--- config.mk ---
export PLATFORM = sky130hd
export DESIGN_NAME = input_loop_divider_config_regs
export DESIGN_NICKNAME = d
export VERILOG_FILES = /design/src/logic/loop_cfg_pkg.sv /design/src/logic/clock_divider.sv /design/src/logic/input_loop_divider_config_regs.sv
export SDC_FILE = /design/constraint.sdc
export NUM_CORES = 1
export LEC_CHECK = 0
export ABC_AREA = 1
export BUFFER_PORTS_ARGS = -buffer_cell sky130_fd_sc_hd__buf_2
export CAP_MARGIN = 10
export CELL_PAD_IN_SITES_DETAIL_PLACEMENT = 0
export CELL_PAD_IN_SITES_GLOBAL_PLACEMENT = 1
export CORE_MARGIN = 2
export CORE_UTILIZATION = 48
export CTS_CLUSTER_DIAMETER = 120
export DETAILED_ROUTE_END_ITERATION = 8
export PLACE_DENSITY = 0.88
export RECOVER_POWER = 50
export SYNTH_ARGS = -nofsm -noshare
export SYNTH_HDL_FRONTEND = slang
export SYNTH_SLANG_ARGS = --single-unit
--- constraint.sdc ---
create_clock -name clk_sys -period 6.7 [get_ports clk_sys]
set_input_delay 0.67 -clock clk_sys [delete_from_list [all_inputs] [get_ports clk_sys]]
set_output_delay 0.67 -clock clk_sys [all_outputs]
set_load 0.02 [all_outputs]
--- src/logic/loop_cfg_pkg.sv ---
package loop_cfg_pkg;
   // Register offsets
   localparam logic [11:0] ADDR_CONFIG    = 12'h000;
   localparam logic [11:0] ADDR_READBACK  = 12'h004;
   localparam logic [11:0] ADDR_TAG_LO    = 12'h005;
   localparam logic [11:0] ADDR_TAG_HI    = 12'h006;
   localparam logic [11:0] ADDR_PRI_LO    = 12'h010;
   localparam logic [11:0] ADDR_PRI_HI    = 12'h011;
   localparam logic [11:0] ADDR_SEC_LO    = 12'h012;
   localparam logic [11:0] ADDR_SEC_HI    = 12'h013;
   localparam logic [11:0] ADDR_TEST      = 12'h014;
   localparam logic [11:0] ADDR_RSVD      = 12'h015;
   localparam logic [11:0] ADDR_FB_LO     = 12'h016;
   localparam logic [11:0] ADDR_FB_HI     = 12'h017;
   // Field positions
   localparam int SOFT_RESET_BIT  = 5;
   localparam int READBACK_BIT    = 0;
   localparam int DIV_HI_BITS     = 2;
   localparam int TEST_DIV_BITS   = 6;
   // Reset values
   localparam logic [7:0] CONFIG_RESET = 8'h00;
   localparam logic [7:0] BYTE_RESET   = 8'h00;
   localparam logic [9:0] DIV10_RESET  = 10'h001;
   localparam logic [5:0] DIV6_RESET   = 6'h01;
   localparam int NUM_DIVIDERS = 4;

   typedef struct packed {
      logic [7:0] config_b;
      logic [7:0] readback;
      logic [7:0] tagLo;
      logic [7:0] tagHi;
      logic [9:0] priDiv;
      logic [9:0] secDiv;
      logic [5:0] testDiv;
      logic [9:0] fbDiv;
   } reg_set_t;

   typedef struct packed {
      logic        wr;
      logic [11:0] addr;
      logic [7:0]  data;
   } reg_req_t;
endpackage

--- src/logic/clock_divider.sv ---
`timescale 1ns/1ns
module clock_divider
   import loop_cfg_pkg::*;
(
   input  wire logic       clk_sys,  // System clock
   input  wire logic       nrst,     // Async reset, active low
   input  wire logic       clkIn,    // Divider input clock (sync level)
   input  wire logic [9:0] divValue, // Active divide ratio
   output logic            divPulse  // One pulse per ratio edges
);
   logic       clkInDly_q;
   logic [9:0] count_q;
   logic [9:0] count_d;
   logic [9:0] lastDiv_q;
   logic [9:0] ratio;
   logic       rise;
   logic       hit;
   logic       divPulse_d;

   // Zero behaves as one
   assign ratio      = (divValue == 10'h000) ? 10'h001 : divValue;        // [RQ8] [RQ11]
   assign rise       = clkIn & ~clkInDly_q;
   assign hit        = rise && (count_q + 10'h001 >= ratio);
   assign count_d    = (divValue != lastDiv_q) ? 10'h000 :
                       hit ? 10'h000 : rise ? count_q + 10'h001 : count_q; // [RQ13]
   assign divPulse_d = (divValue == lastDiv_q) && hit;                    // [RQ13]

   always_ff @(posedge clk_sys or negedge nrst)
   begin
      if (!nrst)
      begin
         clkInDly_q <= 1'b0;
         count_q    <= 10'h000;
         lastDiv_q  <= 10'h001;
         divPulse   <= 1'b0;
      end
      else
      begin
         clkInDly_q <= clkIn;
         count_q    <= count_d;
         lastDiv_q  <= divValue;
         divPulse   <= divPulse_d;
      end
   end
endmodule // clock_divider

--- src/logic/input_loop_divider_config_regs.sv ---
`timescale 1ns/1ns
// Overview of operation
// RQ1: Config bit 5 resets registers, self-clears.
// RQ2: Host mirrors config nibbles when writing.
// RQ3: Readback select zero returns active values.
// RQ4: Readback select one returns staged values.
// RQ5: Sixteen-bit version tag at two bytes.
// RQ6: Tag resets zero, writable, affects nothing.
// RQ7: Primary divider ten bits, low/high bytes.
// RQ8: Zero divides by one, else programmed.
// RQ9: Secondary divider ten bits, same encoding.
// RQ10: Secondary independent only with enable set.
// RQ11: Test divider six bits, zero is one.
// RQ12: Feedback divider ten bits, two bytes.
// RQ13: Dividers count edges, restart on change.
// RQ14: Reserved bits read zero, ignore writes.
module input_loop_divider_config_regs
   import loop_cfg_pkg::*;
(
   input  wire logic       clk_sys,       // System clock, 100 MHz
   input  wire logic       nrst,          // Async reset, active low
   input  wire logic       regWr,         // Write strobe, one cycle
   input  wire logic       regRd,         // Read strobe, one cycle
   input  wire logic [11:0] regAddr,      // Register byte address
   input  wire logic [7:0] regWdata,      // Write data
   output logic      [7:0] regRdata,      // Read data, registered
   output logic            regRvalid,     // Read data valid pulse
   input  wire logic       ioUpdate,      // Staged to active transfer pulse
   input  wire logic       secIndepEn,    // Secondary independent enable
   input  wire logic       primaryRefClk, // Primary reference input
   input  wire logic       secondaryRefClk, // Secondary reference input
   input  wire logic       testRefClk,    // Test reference input
   input  wire logic       feedbackClk,   // Loop feedback input
   output logic            primaryDivOut,   // Primary divided pulse
   output logic            secondaryDivOut, // Secondary divided pulse
   output logic            testDivOut,      // Test divided pulse
   output logic            feedbackDivOut,  // Feedback divided pulse
   output logic [15:0]     userVersionTag,  // Version tag value
   output logic            softResetBusy    // Soft reset in progress
);
   // ==============================================================
   // Register state
   reg_set_t stage_q;
   reg_set_t stage_d;
   reg_set_t active_q;
   reg_set_t active_d;
   logic     softRst_q;
   logic     softRst_d;
   reg_req_t req;

   assign req = '{wr: regWr, addr: regAddr, data: regWdata};

   // ==============================================================
   // Write decode
   wire wrCfg  = req.wr && (req.addr == ADDR_CONFIG);
   wire wrRb   = req.wr && (req.addr == ADDR_READBACK);
   wire wrTagL = req.wr && (req.addr == ADDR_TAG_LO);
   wire wrTagH = req.wr && (req.addr == ADDR_TAG_HI);
   wire wrPriL = req.wr && (req.addr == ADDR_PRI_LO);
   wire wrPriH = req.wr && (req.addr == ADDR_PRI_HI);
   wire wrSecL = req.wr && (req.addr == ADDR_SEC_LO);
   wire wrSecH = req.wr && (req.addr == ADDR_SEC_HI);
   wire wrTest = req.wr && (req.addr == ADDR_TEST);
   wire wrFbL  = req.wr && (req.addr == ADDR_FB_LO);
   wire wrFbH  = req.wr && (req.addr == ADDR_FB_HI);
   wire softRstReq = wrCfg && req.data[SOFT_RESET_BIT];                  // [RQ1]

   // Bit 5 is not stored: it only fires the reset and reads back zero
   wire [7:0] cfgWr = req.data & ~(8'h01 << SOFT_RESET_BIT);

   always_comb
   begin
      stage_d = stage_q;
      if (wrCfg)
         stage_d.config_b = cfgWr;
      if (wrRb)
         stage_d.readback = {7'h00, req.data[READBACK_BIT]};              // [RQ14]
      if (wrTagL)
         stage_d.tagLo = req.data;                                         // [RQ5] [RQ6]
      if (wrTagH)
         stage_d.tagHi = req.data;                                         // [RQ5] [RQ6]
      if (wrPriL)
         stage_d.priDiv[7:0] = req.data;                                   // [RQ7]
      if (wrPriH)
         stage_d.priDiv[9:8] = req.data[DIV_HI_BITS-1:0];                  // [RQ7] [RQ14]
      if (wrSecL)
         stage_d.secDiv[7:0] = req.data;                                   // [RQ9]
      if (wrSecH)
         stage_d.secDiv[9:8] = req.data[DIV_HI_BITS-1:0];                  // [RQ9] [RQ14]
      if (wrTest)
         stage_d.testDiv = req.data[TEST_DIV_BITS-1:0];                    // [RQ11] [RQ14]
      if (wrFbL)
         stage_d.fbDiv[7:0] = req.data;                                    // [RQ12]
      if (wrFbH)
         stage_d.fbDiv[9:8] = req.data[DIV_HI_BITS-1:0];                   // [RQ12] [RQ14]
   end

   // Serial-port config and readback select act at once; the rest wait
   always_comb
   begin
      active_d          = ioUpdate ? stage_d : active_q;                   // [RQ4]
      active_d.config_b = stage_d.config_b;
      active_d.readback = stage_d.readback;
   end

   function automatic reg_set_t defaults();
      reg_set_t v;
      v          = '0;
      v.config_b = CONFIG_RESET;
      v.readback = BYTE_RESET;
      v.tagLo    = BYTE_RESET;
      v.tagHi    = BYTE_RESET;
      v.priDiv   = DIV10_RESET;
      v.secDiv   = DIV10_RESET;
      v.testDiv  = DIV6_RESET;
      v.fbDiv    = DIV10_RESET;
      return v;
   endfunction

   assign softRst_d = softRstReq;

   always_ff @(posedge clk_sys or negedge nrst)
   begin
      if (!nrst)
      begin
         stage_q   <= '{config_b: CONFIG_RESET, readback: BYTE_RESET, tagLo: BYTE_RESET,
                        tagHi: BYTE_RESET, priDiv: DIV10_RESET, secDiv: DIV10_RESET,
                        testDiv: DIV6_RESET, fbDiv: DIV10_RESET};
         active_q  <= '{config_b: CONFIG_RESET, readback: BYTE_RESET, tagLo: BYTE_RESET,
                        tagHi: BYTE_RESET, priDiv: DIV10_RESET, secDiv: DIV10_RESET,
                        testDiv: DIV6_RESET, fbDiv: DIV10_RESET};
         softRst_q <= 1'b0;
      end
      else if (softRstReq)
      begin
         stage_q   <= defaults();                                          // [RQ1]
         active_q  <= defaults();                                          // [RQ1]
         softRst_q <= softRst_d;
      end
      else
      begin
         stage_q   <= stage_d;
         active_q  <= active_d;
         softRst_q <= softRst_d;
      end
   end

   assign softResetBusy = softRst_q;

   // ==============================================================
   // Readback
   wire       readStaged = active_q.readback[READBACK_BIT];
   reg_set_t  view;
   assign view = readStaged ? stage_q : active_q;                         // [RQ3] [RQ4]

   logic [7:0] rdMux;
   always_comb
   begin
      case (regAddr)
         ADDR_CONFIG:   rdMux = active_q.config_b;
         ADDR_READBACK: rdMux = active_q.readback;
         ADDR_TAG_LO:   rdMux = view.tagLo;
         ADDR_TAG_HI:   rdMux = view.tagHi;
         ADDR_PRI_LO:   rdMux = view.priDiv[7:0];
         ADDR_PRI_HI:   rdMux = {6'h00, view.priDiv[9:8]};                // [RQ14]
         ADDR_SEC_LO:   rdMux = view.secDiv[7:0];
         ADDR_SEC_HI:   rdMux = {6'h00, view.secDiv[9:8]};                // [RQ14]
         ADDR_TEST:     rdMux = {2'h0, view.testDiv};                     // [RQ14]
         ADDR_RSVD:     rdMux = 8'h00;                                    // [RQ14]
         ADDR_FB_LO:    rdMux = view.fbDiv[7:0];
         ADDR_FB_HI:    rdMux = {6'h00, view.fbDiv[9:8]};                 // [RQ14]
         default:       rdMux = 8'h00;
      endcase
   end

   always_ff @(posedge clk_sys or negedge nrst)
   begin
      if (!nrst)
      begin
         regRdata  <= 8'h00;
         regRvalid <= 1'b0;
      end
      else
      begin
         regRdata  <= regRd ? rdMux : regRdata;
         regRvalid <= regRd;
      end
   end

   // Tag feeds nothing but this output and the register readback
   assign userVersionTag = {active_q.tagHi, active_q.tagLo};              // [RQ6]

   // ==============================================================
   // Dividers
   logic [NUM_DIVIDERS-1:0] divIn;
   logic [9:0]              divRatio [NUM_DIVIDERS];
   logic [NUM_DIVIDERS-1:0] divOut;

   // Without the enable the secondary path follows the primary ratio
   wire [9:0] secRatio = secIndepEn ? active_q.secDiv : active_q.priDiv; // [RQ10]

   assign divIn       = {feedbackClk, testRefClk, secondaryRefClk, primaryRefClk};
   assign divRatio[0] = active_q.priDiv;                                  // [RQ7]
   assign divRatio[1] = secRatio;                                         // [RQ9]
   assign divRatio[2] = {4'h0, active_q.testDiv};                         // [RQ11]
   assign divRatio[3] = active_q.fbDiv;                                   // [RQ12]

   genvar gi;
   generate
      for (gi = 0; gi < NUM_DIVIDERS; gi++)
      begin : g_div
         clock_divider u_div (
            .clk_sys  (clk_sys),
            .nrst     (nrst),
            .clkIn    (divIn[gi]),
            .divValue (divRatio[gi]),
            .divPulse (divOut[gi])
         );
      end
   endgenerate

   assign primaryDivOut   = divOut[0];
   assign secondaryDivOut = divOut[1];
   assign testDivOut      = divOut[2];
   assign feedbackDivOut  = divOut[3];
endmodule // input_loop_divider_config_regs

# Yosys cells after proc, flatten, opt, wreduce, memory -nomap -nowiden
# Index checks and enable logic that the tools add are counted.
[totals]
reg_bits = 230
latchBits = 0
ram_bits = 0
mem_bits_ro = 0
output_inout_bits = 30
mem_count = 0
[op_classes]
addsub = 4
mul = 0
div_mod_pow = 0
magnitude_cmp = 4
eq_ne = 18
shift = 0
mux = 33
bitwise_logic = 8
reduce_logical = 30
[op_table]
columns = ["op", "n"]
rows = [
  ["10-bit 2-to-1 mux", 16],
  ["68-bit 2-to-1 mux", 2],
  ["52-bit 2-to-1 mux", 2],
  ["8-bit one-hot mux with 11 select lines", 1],
  ["12-bit by 5-bit == test with 1-bit output (second input constant)", 7],
  ["8-bit 2-to-1 mux", 7],
  ["10-bit by 1-bit adder with 10-bit output (second input constant)", 4],
  ["10-bit greater-or-equal comparator", 4],
  ["10-bit logical NOT", 4],
  ["12-bit by 3-bit == test with 1-bit output (second input constant)", 3],
  ["10-bit == test", 3],
  ["10-bit inequality test", 3],
  ["1-bit logical AND", 20],
  ["12-bit logical NOT", 1],
  ["6-bit 2-to-1 mux", 2],
  ["3-bit nonzero test", 4],
  ["6-bit == test", 1],
  ["2-bit 2-to-1 mux", 3],
  ["6-bit inequality test", 1],
  ["1-bit bitwise AND", 4],
  ["1-bit NOT", 4],
  ["2-bit nonzero test", 1],
]

# Logic depth before layout (Yosys ltp)
# Gate-level depths: netlist of the first run.
[logic_depth]
depth_word = 7
mapped_depth = 16

# By module
# From an unflattened synthesis of the first run, not the netlist that was laid out.
[hier_totals]
hier_cells = 1623
hier_area_um2 = 12199.2
[by_module_without_submodules]
columns = ["mod", "instances", "cells_each", "area_per_inst_um2"]
rows = [
  ["input_loop_divider_config_regs", 1, 895, 6638.9],
  ["clock_divider", 4, 182, 1390.1],
]

# Worst setup path after synthesis of the first run
# No wires, ideal clock.
[synth_path]
path_kind = "input -> register"
from = "input port secIndepEn"
to = "register g_div[1].u_div.count_q[1]"
t_arrival_ns = 2.316
required_time_ns = 6.635
slack_ns = 4.318
path_stages = 13
n_path_buf = 3
cell_sequence = "buf_6 > buf_8 > nand2_1 > nand2_1 > nand4_1 > o31ai_1 > ha_1 > nand4_1 > nor4_1 > nor2_1 > clkbuf_1 > nand4_1 > nand2_1"
[synth_between]
elab_chain_len = 7
word_cells_on_any_way = 9
cone_classes = "order compare: 1; eq/ne: 1; mux: 4; reduce/logical: 3"
[synth_lines]
columns = ["item", "line", "text"]
rows = [
  ["start: declaration", "input_loop_divider_config_regs.sv:29", "input wire logic secIndepEn,"],
  ["10-bit 2-to-1 mux *", "input_loop_divider_config_regs.sv:200", "wire [9:0] secRatio = secIndepEn ? active_q.secDiv : active_q.priDiv;"],
  ["10-bit logical NOT", "clock_divider.sv:21", "assign ratio = (divValue == 10'h000) ? 10'h001 : divValue;"],
  ["10-bit 2-to-1 mux", "clock_divider.sv:21", ""],
  ["10-bit greater-or-equal comparator", "clock_divider.sv:23", "assign hit = rise && (count_q + 10'h001 >= ratio);"],
  ["1-bit logical AND", "clock_divider.sv:23", ""],
  ["10-bit 2-to-1 mux", "clock_divider.sv:25", "hit ? 10'h000 : rise ? count_q + 10'h001 : count_q;"],
  ["10-bit 2-to-1 mux", "clock_divider.sv:24", "assign count_d = (divValue != lastDiv_q) ? 10'h000 :"],
  ["end signal: assignment", "clock_divider.sv:40", "count_q <= count_d;"],
  ["end: declaration", "clock_divider.sv:12", "logic [9:0] count_q;"],
]
# Every way passes the cells marked *; elsewhere a longest branch is shown, timed or not.
# A chain may end at the register's enable or synchronous reset.

# Worst setup path in the final report of the first run
[layout_path]
from = "input port regAddr[7]"
to = "register active_q[4] (netlist name)"
[layout_between]
elab_chain_len = 5
word_cells_on_any_way = 9
cone_classes = "eq/ne: 1; mux: 3; reduce/logical: 5"
[layout_lines]
columns = ["item", "line", "text"]
rows = [
  ["start: declaration", "input_loop_divider_config_regs.sv:24", "input wire logic [11:0] regAddr,"],
  ["12-bit by 5-bit == test with 1-bit output", "input_loop_divider_config_regs.sv:64", "wire wrFbL = req.wr && (req.addr == ADDR_FB_LO);"],
  ["1-bit logical AND", "input_loop_divider_config_regs.sv:64", ""],
  ["8-bit 2-to-1 mux", "input_loop_divider_config_regs.sv:92", "if (wrFbL)"],
  ["52-bit 2-to-1 mux", "input_loop_divider_config_regs.sv:101", "active_d = ioUpdate ? stage_d : active_q;"],
  ["68-bit 2-to-1 mux", "input_loop_divider_config_regs.sv:134", "else if (softRstReq)"],
  ["end signal: assignment", "input_loop_divider_config_regs.sv:129", "active_q <= '{config_b: CONFIG_RESET, readback: BYTE_RESET, tagLo: BYTE_RESET,"],
  ["end signal: assignment", "input_loop_divider_config_regs.sv:137", "active_q <= defaults();"],
  ["end signal: assignment", "input_loop_divider_config_regs.sv:143", "active_q <= active_d;"],
  ["end: declaration", "input_loop_divider_config_regs.sv:45", "reg_set_t active_q;"],
]
# Several ways; a longest one is shown, not always the timed one. The select of a mux whose other input is x is not followed.

==> run metrics, run 1 <==
status finished with violations; failing checks capacitance limit, slew limit; Hold Crit Endpoint g_div[0].u_div.clkInDly_q$_DFF_PN0_; Die ar. 25600 µm²; leakage power 6.50 nW; CP arrival 4.37 ns; GR peak layer met2; Port Buffers 59; critical path required time 7.06 ns; Final Cycle Share 0.598; #FFs+latches synth 206; post-synthesis xor/xnor area fraction 0.0322; buffer count from post-CTS setup fixing 0; die height 160 µm; fin nets 1590; Avg Vias per Cell 5.30; num rows 57; fraction of registers with async set/reset 1.00; syn nets 1567; drt total wl 30.2 mm; met1 capacity usage during global routing 0.345; post-route ant nets 0; I/O Pins 60; critical path startpoint category input port; RSZ-0062 raised after global routing no; final setup TNS 0 ns; TritonCTS clock tree yes; Num CTS Buffers 24; Simple-Gate Fraction of Synth Area 0.294; Synth Area in Compound Gates 0.0812; Crit path max-delay family simple AND/OR/NAND/NOR gates; initial antenna violation count 0; final setup vio count 0; DR vias 9877; clock sink total 206; RR Startpoint g_div[1].u_div.count_q[0]$_DFFE_PN0P_; Worst-path clk slew 0.06 ns; worst hold start primaryRefClk; fin util 0.533; number of global-route vias before repair 9466; DRC errors left 0; highest clock rate 249 MHz; GRT overflow 0; dpl hpwl 21.2 mm; number of inserted diodes 0; initial cell density of the core 0.485; clk_skew 0.0122 ns; worst reg2reg setup slack 3.81 ns; CTS HTree Levels 1; Worst Tran Pin Value 2.76 ns; clock root cell clkbuf_16; number of synthesized flops with an enable pin 0; Hold Crit Depth 1; crit path time final 4.01 ns; Cell Area, Synth 11700 µm²; crit-path cells buf_2 > nor2_2 > nand2_2 > nor2_1 > nand3_1 > nor2_4 > inv_4 > nand2_4 > inv_2 > nand2_1 > o21ai_0; proportion of layout cells with a drive suffix above 1 0.0936; WP buf/inv 3; GP Congestion 0.867; endpoint type of the worst setup path flip-flop; clock latency on the worst-skew pair 0.52 ns; Pwr Density 228 nW/µm²; worst-case reg-to-reg path depth 13; Mapped Cells 1497; largest family of logic cells by synthesized area simple AND/OR/NAND/NOR gates; PostCTS Resize Cnt 0; grt met3 use 0.0294; Fin. Hold Viols 0; Worst Hold Class input port to flip-flop; CP max stage cell nor2_1; Hold-fix buffers, CTS 0; CTS Buffer Depth 3; Cell Area, Placed 12000 µm²; Max VDD drop 0.172 mV; top_reg_cell synth dfrtp_1; synthesized area per cell 7.81 µm²; Pins Over Slew Limit 51; Final Cell Area 12800 µm²; post-synth cell types 46; Max stage delay on crit path 0.71 ns; register area share after synthesis 0.442; DR iter-0 viols 872; detailed-router iteration count before antenna repair 5; pin count of the biggest net entering global routing 82; # Max-Cap Violations 1; crit-path max FO 79; Adder-Cell Fraction of Synth Area 0.0428; r2r endpoint g_div[1].u_div.count_q[7]$_DFFE_PN0P_; critical path class input port to flip-flop; Die X 160 µm; synth warn 0; first-pass GRT wire length 49.7 mm; Tot GR Track Use 0.240; Slew headroom -0.843; mux cell area share after synthesis 0.00514; met2 Use GR 0.379; core area 24100 µm²; wire per inst 16.2 µm; area delta synth->final 9.78%
-- metrics by stage --
step	instances	hold WS, ns	worst slack, ns	total power [mW]
finish	1862	0.276	2.69	2.93
global route	1862	0.264	2.35	3.04
CTS	1862	0.117	3.63	2.95
detailed placement	1818	0.363	3.12	1.56
global placement	1818	0.359	3.19	1.55
floorplan	1497	0.354	4.32	1.47
-- worst register-to-register path, delay by kind of cell, from the launching register on --
family	cells	cell delay [ns]
xor gates and xnor gates	1	0.24
adders and majority gates	2	0.50
DFF	1	0.47
and+or+nand+nor	10	1.60
-- cell usage after synthesis (26+ instances only) --
cell type | count | share of area
nor2_1 | 83 | 0.027
inv_1 | 201 | 0.065
nand3_1 | 115 | 0.049
a21oi_1 | 33 | 0.014
o21ai_0 | 72 | 0.031
dfrtp_1 | 194 | 0.42
and3_1 | 27 | 0.014
xor2_1 | 26 | 0.019
nand2_1 | 393 | 0.13
ha_1 | 40 | 0.043
nand4_1 | 77 | 0.041
o21ai_1 | 41 | 0.018
-- area by class of cell --
cell class,instances,area [µm²]
clock buffer,35,733
clock inverter,9,120
fill,2327,11300
inverter,210,793
multi-input combinational,1014,5300
sequential,206,5170
tap,324,405
timing repair buffer,64,310
-- worst max-delay path by stage --
stage | depth (start not counted) | end | startpoint
2_1_floorplan | 13 | g_div[1].u_div.count_q[1]$_DFFE_PN0P_ | secIndepEn
3_3_place_gp | 11 | active_q[2]$_DFFE_PN0P_ | regAddr[11]
3_5_place_dp | 11 | active_q[4]$_DFFE_PN0P_ | regAddr[11]
4_1_cts | 11 | active_q[4]$_DFFE_PN0P_ | regAddr[11]
5_1_grt | 11 | active_q[1]$_DFFE_PN0P_ | regAddr[11]
6_report | 11 | active_q[4]$_DFFE_PN0P_ | regAddr[7]
-- state kept, by name, summed over array words and instances, names as in the netlist --
signal                  flops
g_div.u_div.clkInDly_q      4
userVersionTag             16
active_q                   44
softResetBusy               1
regRdata                    8
g_div.u_div.divPulse        4
g_div.u_div.lastDiv_q      36
g_div.u_div.count_q        40
regRvalid                   1
stage_q                    52
-- kinds of logic (layout without fill, tap and decap cells) --
group | count (synthesis) | in the layout
AND/OR/NAND/NOR | 751 | 751
buffers and inverters | 277 | 318
flip-flops | 206 | 206
AO/OA/AOI/OAI | 174 | 174
XOR/XNOR | 43 | 43
adder cells (fa/ha/maj) | 40 | 40
multiplexers | 6 | 6
-- cell usage in the layout, fill, tap and decap left out, types with 3 or more instances in the layout --
cell and instances:
ha_1 40, buf_2 41, nand3b_1 6, or2_2 5, clkbuf_16 25, nand3_1 116
dfrtp_1 193, nor4_1 3, mux2i_1 6, clkbuf_1 21, o211ai_1 5, inv_1 201
o21ai_0 74, dfstp_2 9, nor2_1 84, nor2_4 6, a21oi_1 33, and3_1 27
nor3_1 6, buf_4 5, inv_2 5, nand4_1 77, nand3_2 3, clkbuf_8 7
o21ai_1 40, xnor2_1 17, bufinv_16 3, nand2_2 9, clkinv_2 6, nand2_1 394
o31ai_1 8, dfstp_1 3, xor2_1 26, nor2_2 10, o21a_1 4
-- report_power, final --
group / total (mW) / internal [mW] / switching (mW) / leakage, nW
clock: 1.40 / 0.871 / 0.525 / 0.428
sequential: 1.31 / 1.28 / 0.0260 / 2.40
combinational: 0.227 / 0.0614 / 0.165 / 3.67
total: 2.93 / 2.21 / 0.716 / 6.50
-- metal layers --
metal | part of all wire | wire [µm]
met2 | 0.45 | 13600
met1 | 0.47 | 14300
met3 | 0.045 | 1360
met4 | 0.034 | 1030
met5 | 0 | 0
(Power assumes the default switching activity.)
==> run 2: changes to the inputs <==
CORE_UTILIZATION = 42   (was 48)
PLACE_DENSITY = 0.82   (was 0.88)
clock period = 3.3 ns   (was 6.7 ns; I/O delays follow)
==> run metrics, run 2 (same netlist as run 1, synthesis figures left out) <==
status finished with violations; failing checks capacitance limit, slew limit; TritonCTS clock tree yes; DR vias 9909 (+0.32%); PostCTS Resize Cnt 0 (unchanged); Pins Over Slew Limit 82 (+61%); clock latency on the worst-skew pair 0.54 ns (+0.02 ns); Final Cycle Share 0.818; Worst-path clk slew 0.06 ns (about the same); Max VDD drop 0.359 mV (+110%); Fin. Hold Viols 0 (unchanged); DR iter-0 viols 740 (-15%); commonest non-fill, non-tap cell in the layout nand2_1; Hold Crit Depth 3 (+2); Largest register FFs 52 (unchanged); die height 171 µm (+6.7%); Worst Tran Pin Value 2.12 ns (-0.640 ns); Tot GR Track Use 0.219 (-0.0202); endpoint type of the worst setup path flip-flop; initial cell density of the core 0.423 (-0.0619); Cell Area, Placed 12200 µm² (+1.6%); critical path class input port to flip-flop; RSZ-0062 raised after global routing no; post-route ant nets 0 (unchanged); CTS Buffer Depth 3 (unchanged); number of inserted diodes 0 (unchanged); Hold-fix buffers, CTS 6 (+6); critical path startpoint category input port; CP arrival 3.16 ns (-1.21 ns); Port Buffers 59 (unchanged); Die ar. 29200 µm² (+14%); # Max-Cap Violations 1 (unchanged); number of global-route vias before repair 9486 (+0.21%); fin nets 1613 (+1.4%); highest clock rate 371 MHz; Slew headroom -0.416 (+0.427); leakage power 6.59 nW (+1.4%); worst-case reg-to-reg path depth 14 (+1); worst reg2reg setup slack 0.86 ns (-2.95 ns); proportion of layout cells with a drive suffix above 1 0.0941 (+0.000482); GP Congestion 0.881 (+1.6%); r2r endpoint g_div[1].u_div.count_q[4]$_DFFE_PN0P_; Avg Vias per Cell 5.11 (-3.7%); drt total wl 31.3 mm (+3.4%); fin util 0.476 (-0.0567); GRT overflow 0 (unchanged); Hold Crit Endpoint stage_q[25]$_DFF_PN0_; num rows 61 (+7.0%); core area 27600 µm² (+15%); Final Cell Area 13100 µm² (+2.4%); clock root cell clkbuf_16; Die X 171 µm (+6.7%); detailed-router iteration count before antenna repair 5 (unchanged); pin count of the biggest net entering global routing 83 (+1.2%); critical path required time 3.76 ns (-3.30 ns); crit-path max FO 51 (-35%); Total Power 6.18 mW (+110%); wire per inst 16.1 µm (-0.77%); final setup vio count 0 (unchanged); RR Startpoint g_div[1].u_div.count_q[0]$_DFFE_PN0P_; buffer count from post-CTS setup fixing 0 (unchanged); I/O Pins 60 (unchanged); clock sink total 206 (unchanged); Pwr Density 470 nW/µm² (+110%); crit path time final 2.70 ns; Top Registers stage_q x52, active_q x44, g_div.u_div.count_q x40; dpl hpwl 21.9 mm (+3.2%); most frequent cells in the layout nand2_1 (396), inv_1 (201), dfrtp_1 (193); initial antenna violation count 0 (unchanged); DRC errors left 0 (unchanged); area delta synth->final 12.4%; Num CTS Buffers 26 (+8.3%); final setup TNS 0 ns (unchanged); worst hold start regWdata[1]; CTS HTree Levels 1 (unchanged); Worst Hold Class input port to flip-flop; most flop-heavy register stage_q; first-pass GRT wire length 50.6 mm (+1.9%); clk_skew 0.0330 ns (+0.0208 ns)
[run 2: cell count changes in the layout (fill, tap and decap cells not counted), sizes merged]
cell	previous run	this run
clkinv	8	9
buf	46	44
clkbuf	53	71
clkinvlp	0	1
dlygate4sd3	0	6
[run 2: worst max-delay path by stage]
stage | from | end | slack, ns | cells past startpoint
2_1_floorplan | g_div[1].u_div.count_q[0]$_DFFE_PN0P_ | g_div[1].u_div.count_q[1]$_DFFE_PN0P_ | 1.0 | 14
3_3_place_gp | secIndepEn | g_div[1].u_div.count_q[6]$_DFFE_PN0P_ | 0.83 | 15
3_5_place_dp | secIndepEn | g_div[1].u_div.count_q[4]$_DFFE_PN0P_ | 0.75 | 15
4_1_cts | g_div[1].u_div.count_q[0]$_DFFE_PN0P_ | g_div[1].u_div.count_q[4]$_DFFE_PN0P_ | 0.85 | 14
5_1_grt | regAddr[7] | active_q[5]$_DFFE_PN0P_ | 0.31 | 11
6_report | regAddr[7] | active_q[10]$_DFFE_PN1P_ | 0.60 | 11
[run 2: per-layer routing]
layer	GRT usage	vias to the layer above	wire length, µm
met5	0	-	0
met4	0.0722	0	1020
met3	0.0308	49	1570
met2	0.345	269	14100
met1	0.312	4661	14500
li1	-	4930	-
[run 2: cell type report]
class                      count  area [µm²]
inverter                     210         793
tap                          378         473
fill                        2811       14500
timing repair buffer          85         475
sequential                   206        5170
clock inverter                11         136
multi-input combinational   1014        5300
clock buffer                  36         800
[run 2: critical path: stages]
cell and delay [ns]:
clkbuf_1 0.09, nor2_2 0.14, nand2_1 0.13, nor2_1 0.73, nand3_1 0.69, nor2_4 0.30, inv_4 0.07, buf_4 0.29
o211ai_1 0.18, nand2_1 0.09, nand2_1 0.08
[run 2: per-stage QoR]
| step | worst slack, ns | hold slack (ns) | cells |
|---|---|---|---|
| after floorplan | 0.999 | 0.0344 | 1497 |
| after global placement | 0.827 | 0.360 | 1887 |
| after detailed placement | 0.754 | 0.358 | 1887 |
| after CTS | 0.854 | 0.103 | 1940 |
| after global routing | 0.307 | 0.122 | 1940 |
| final | 0.601 | 0.120 | 1940 |
[run 2: power breakdown]
part	switching, mW	internal (mW)
sequential	0.0508	2.60
combinational	0.341	0.136
clock	1.13	1.92
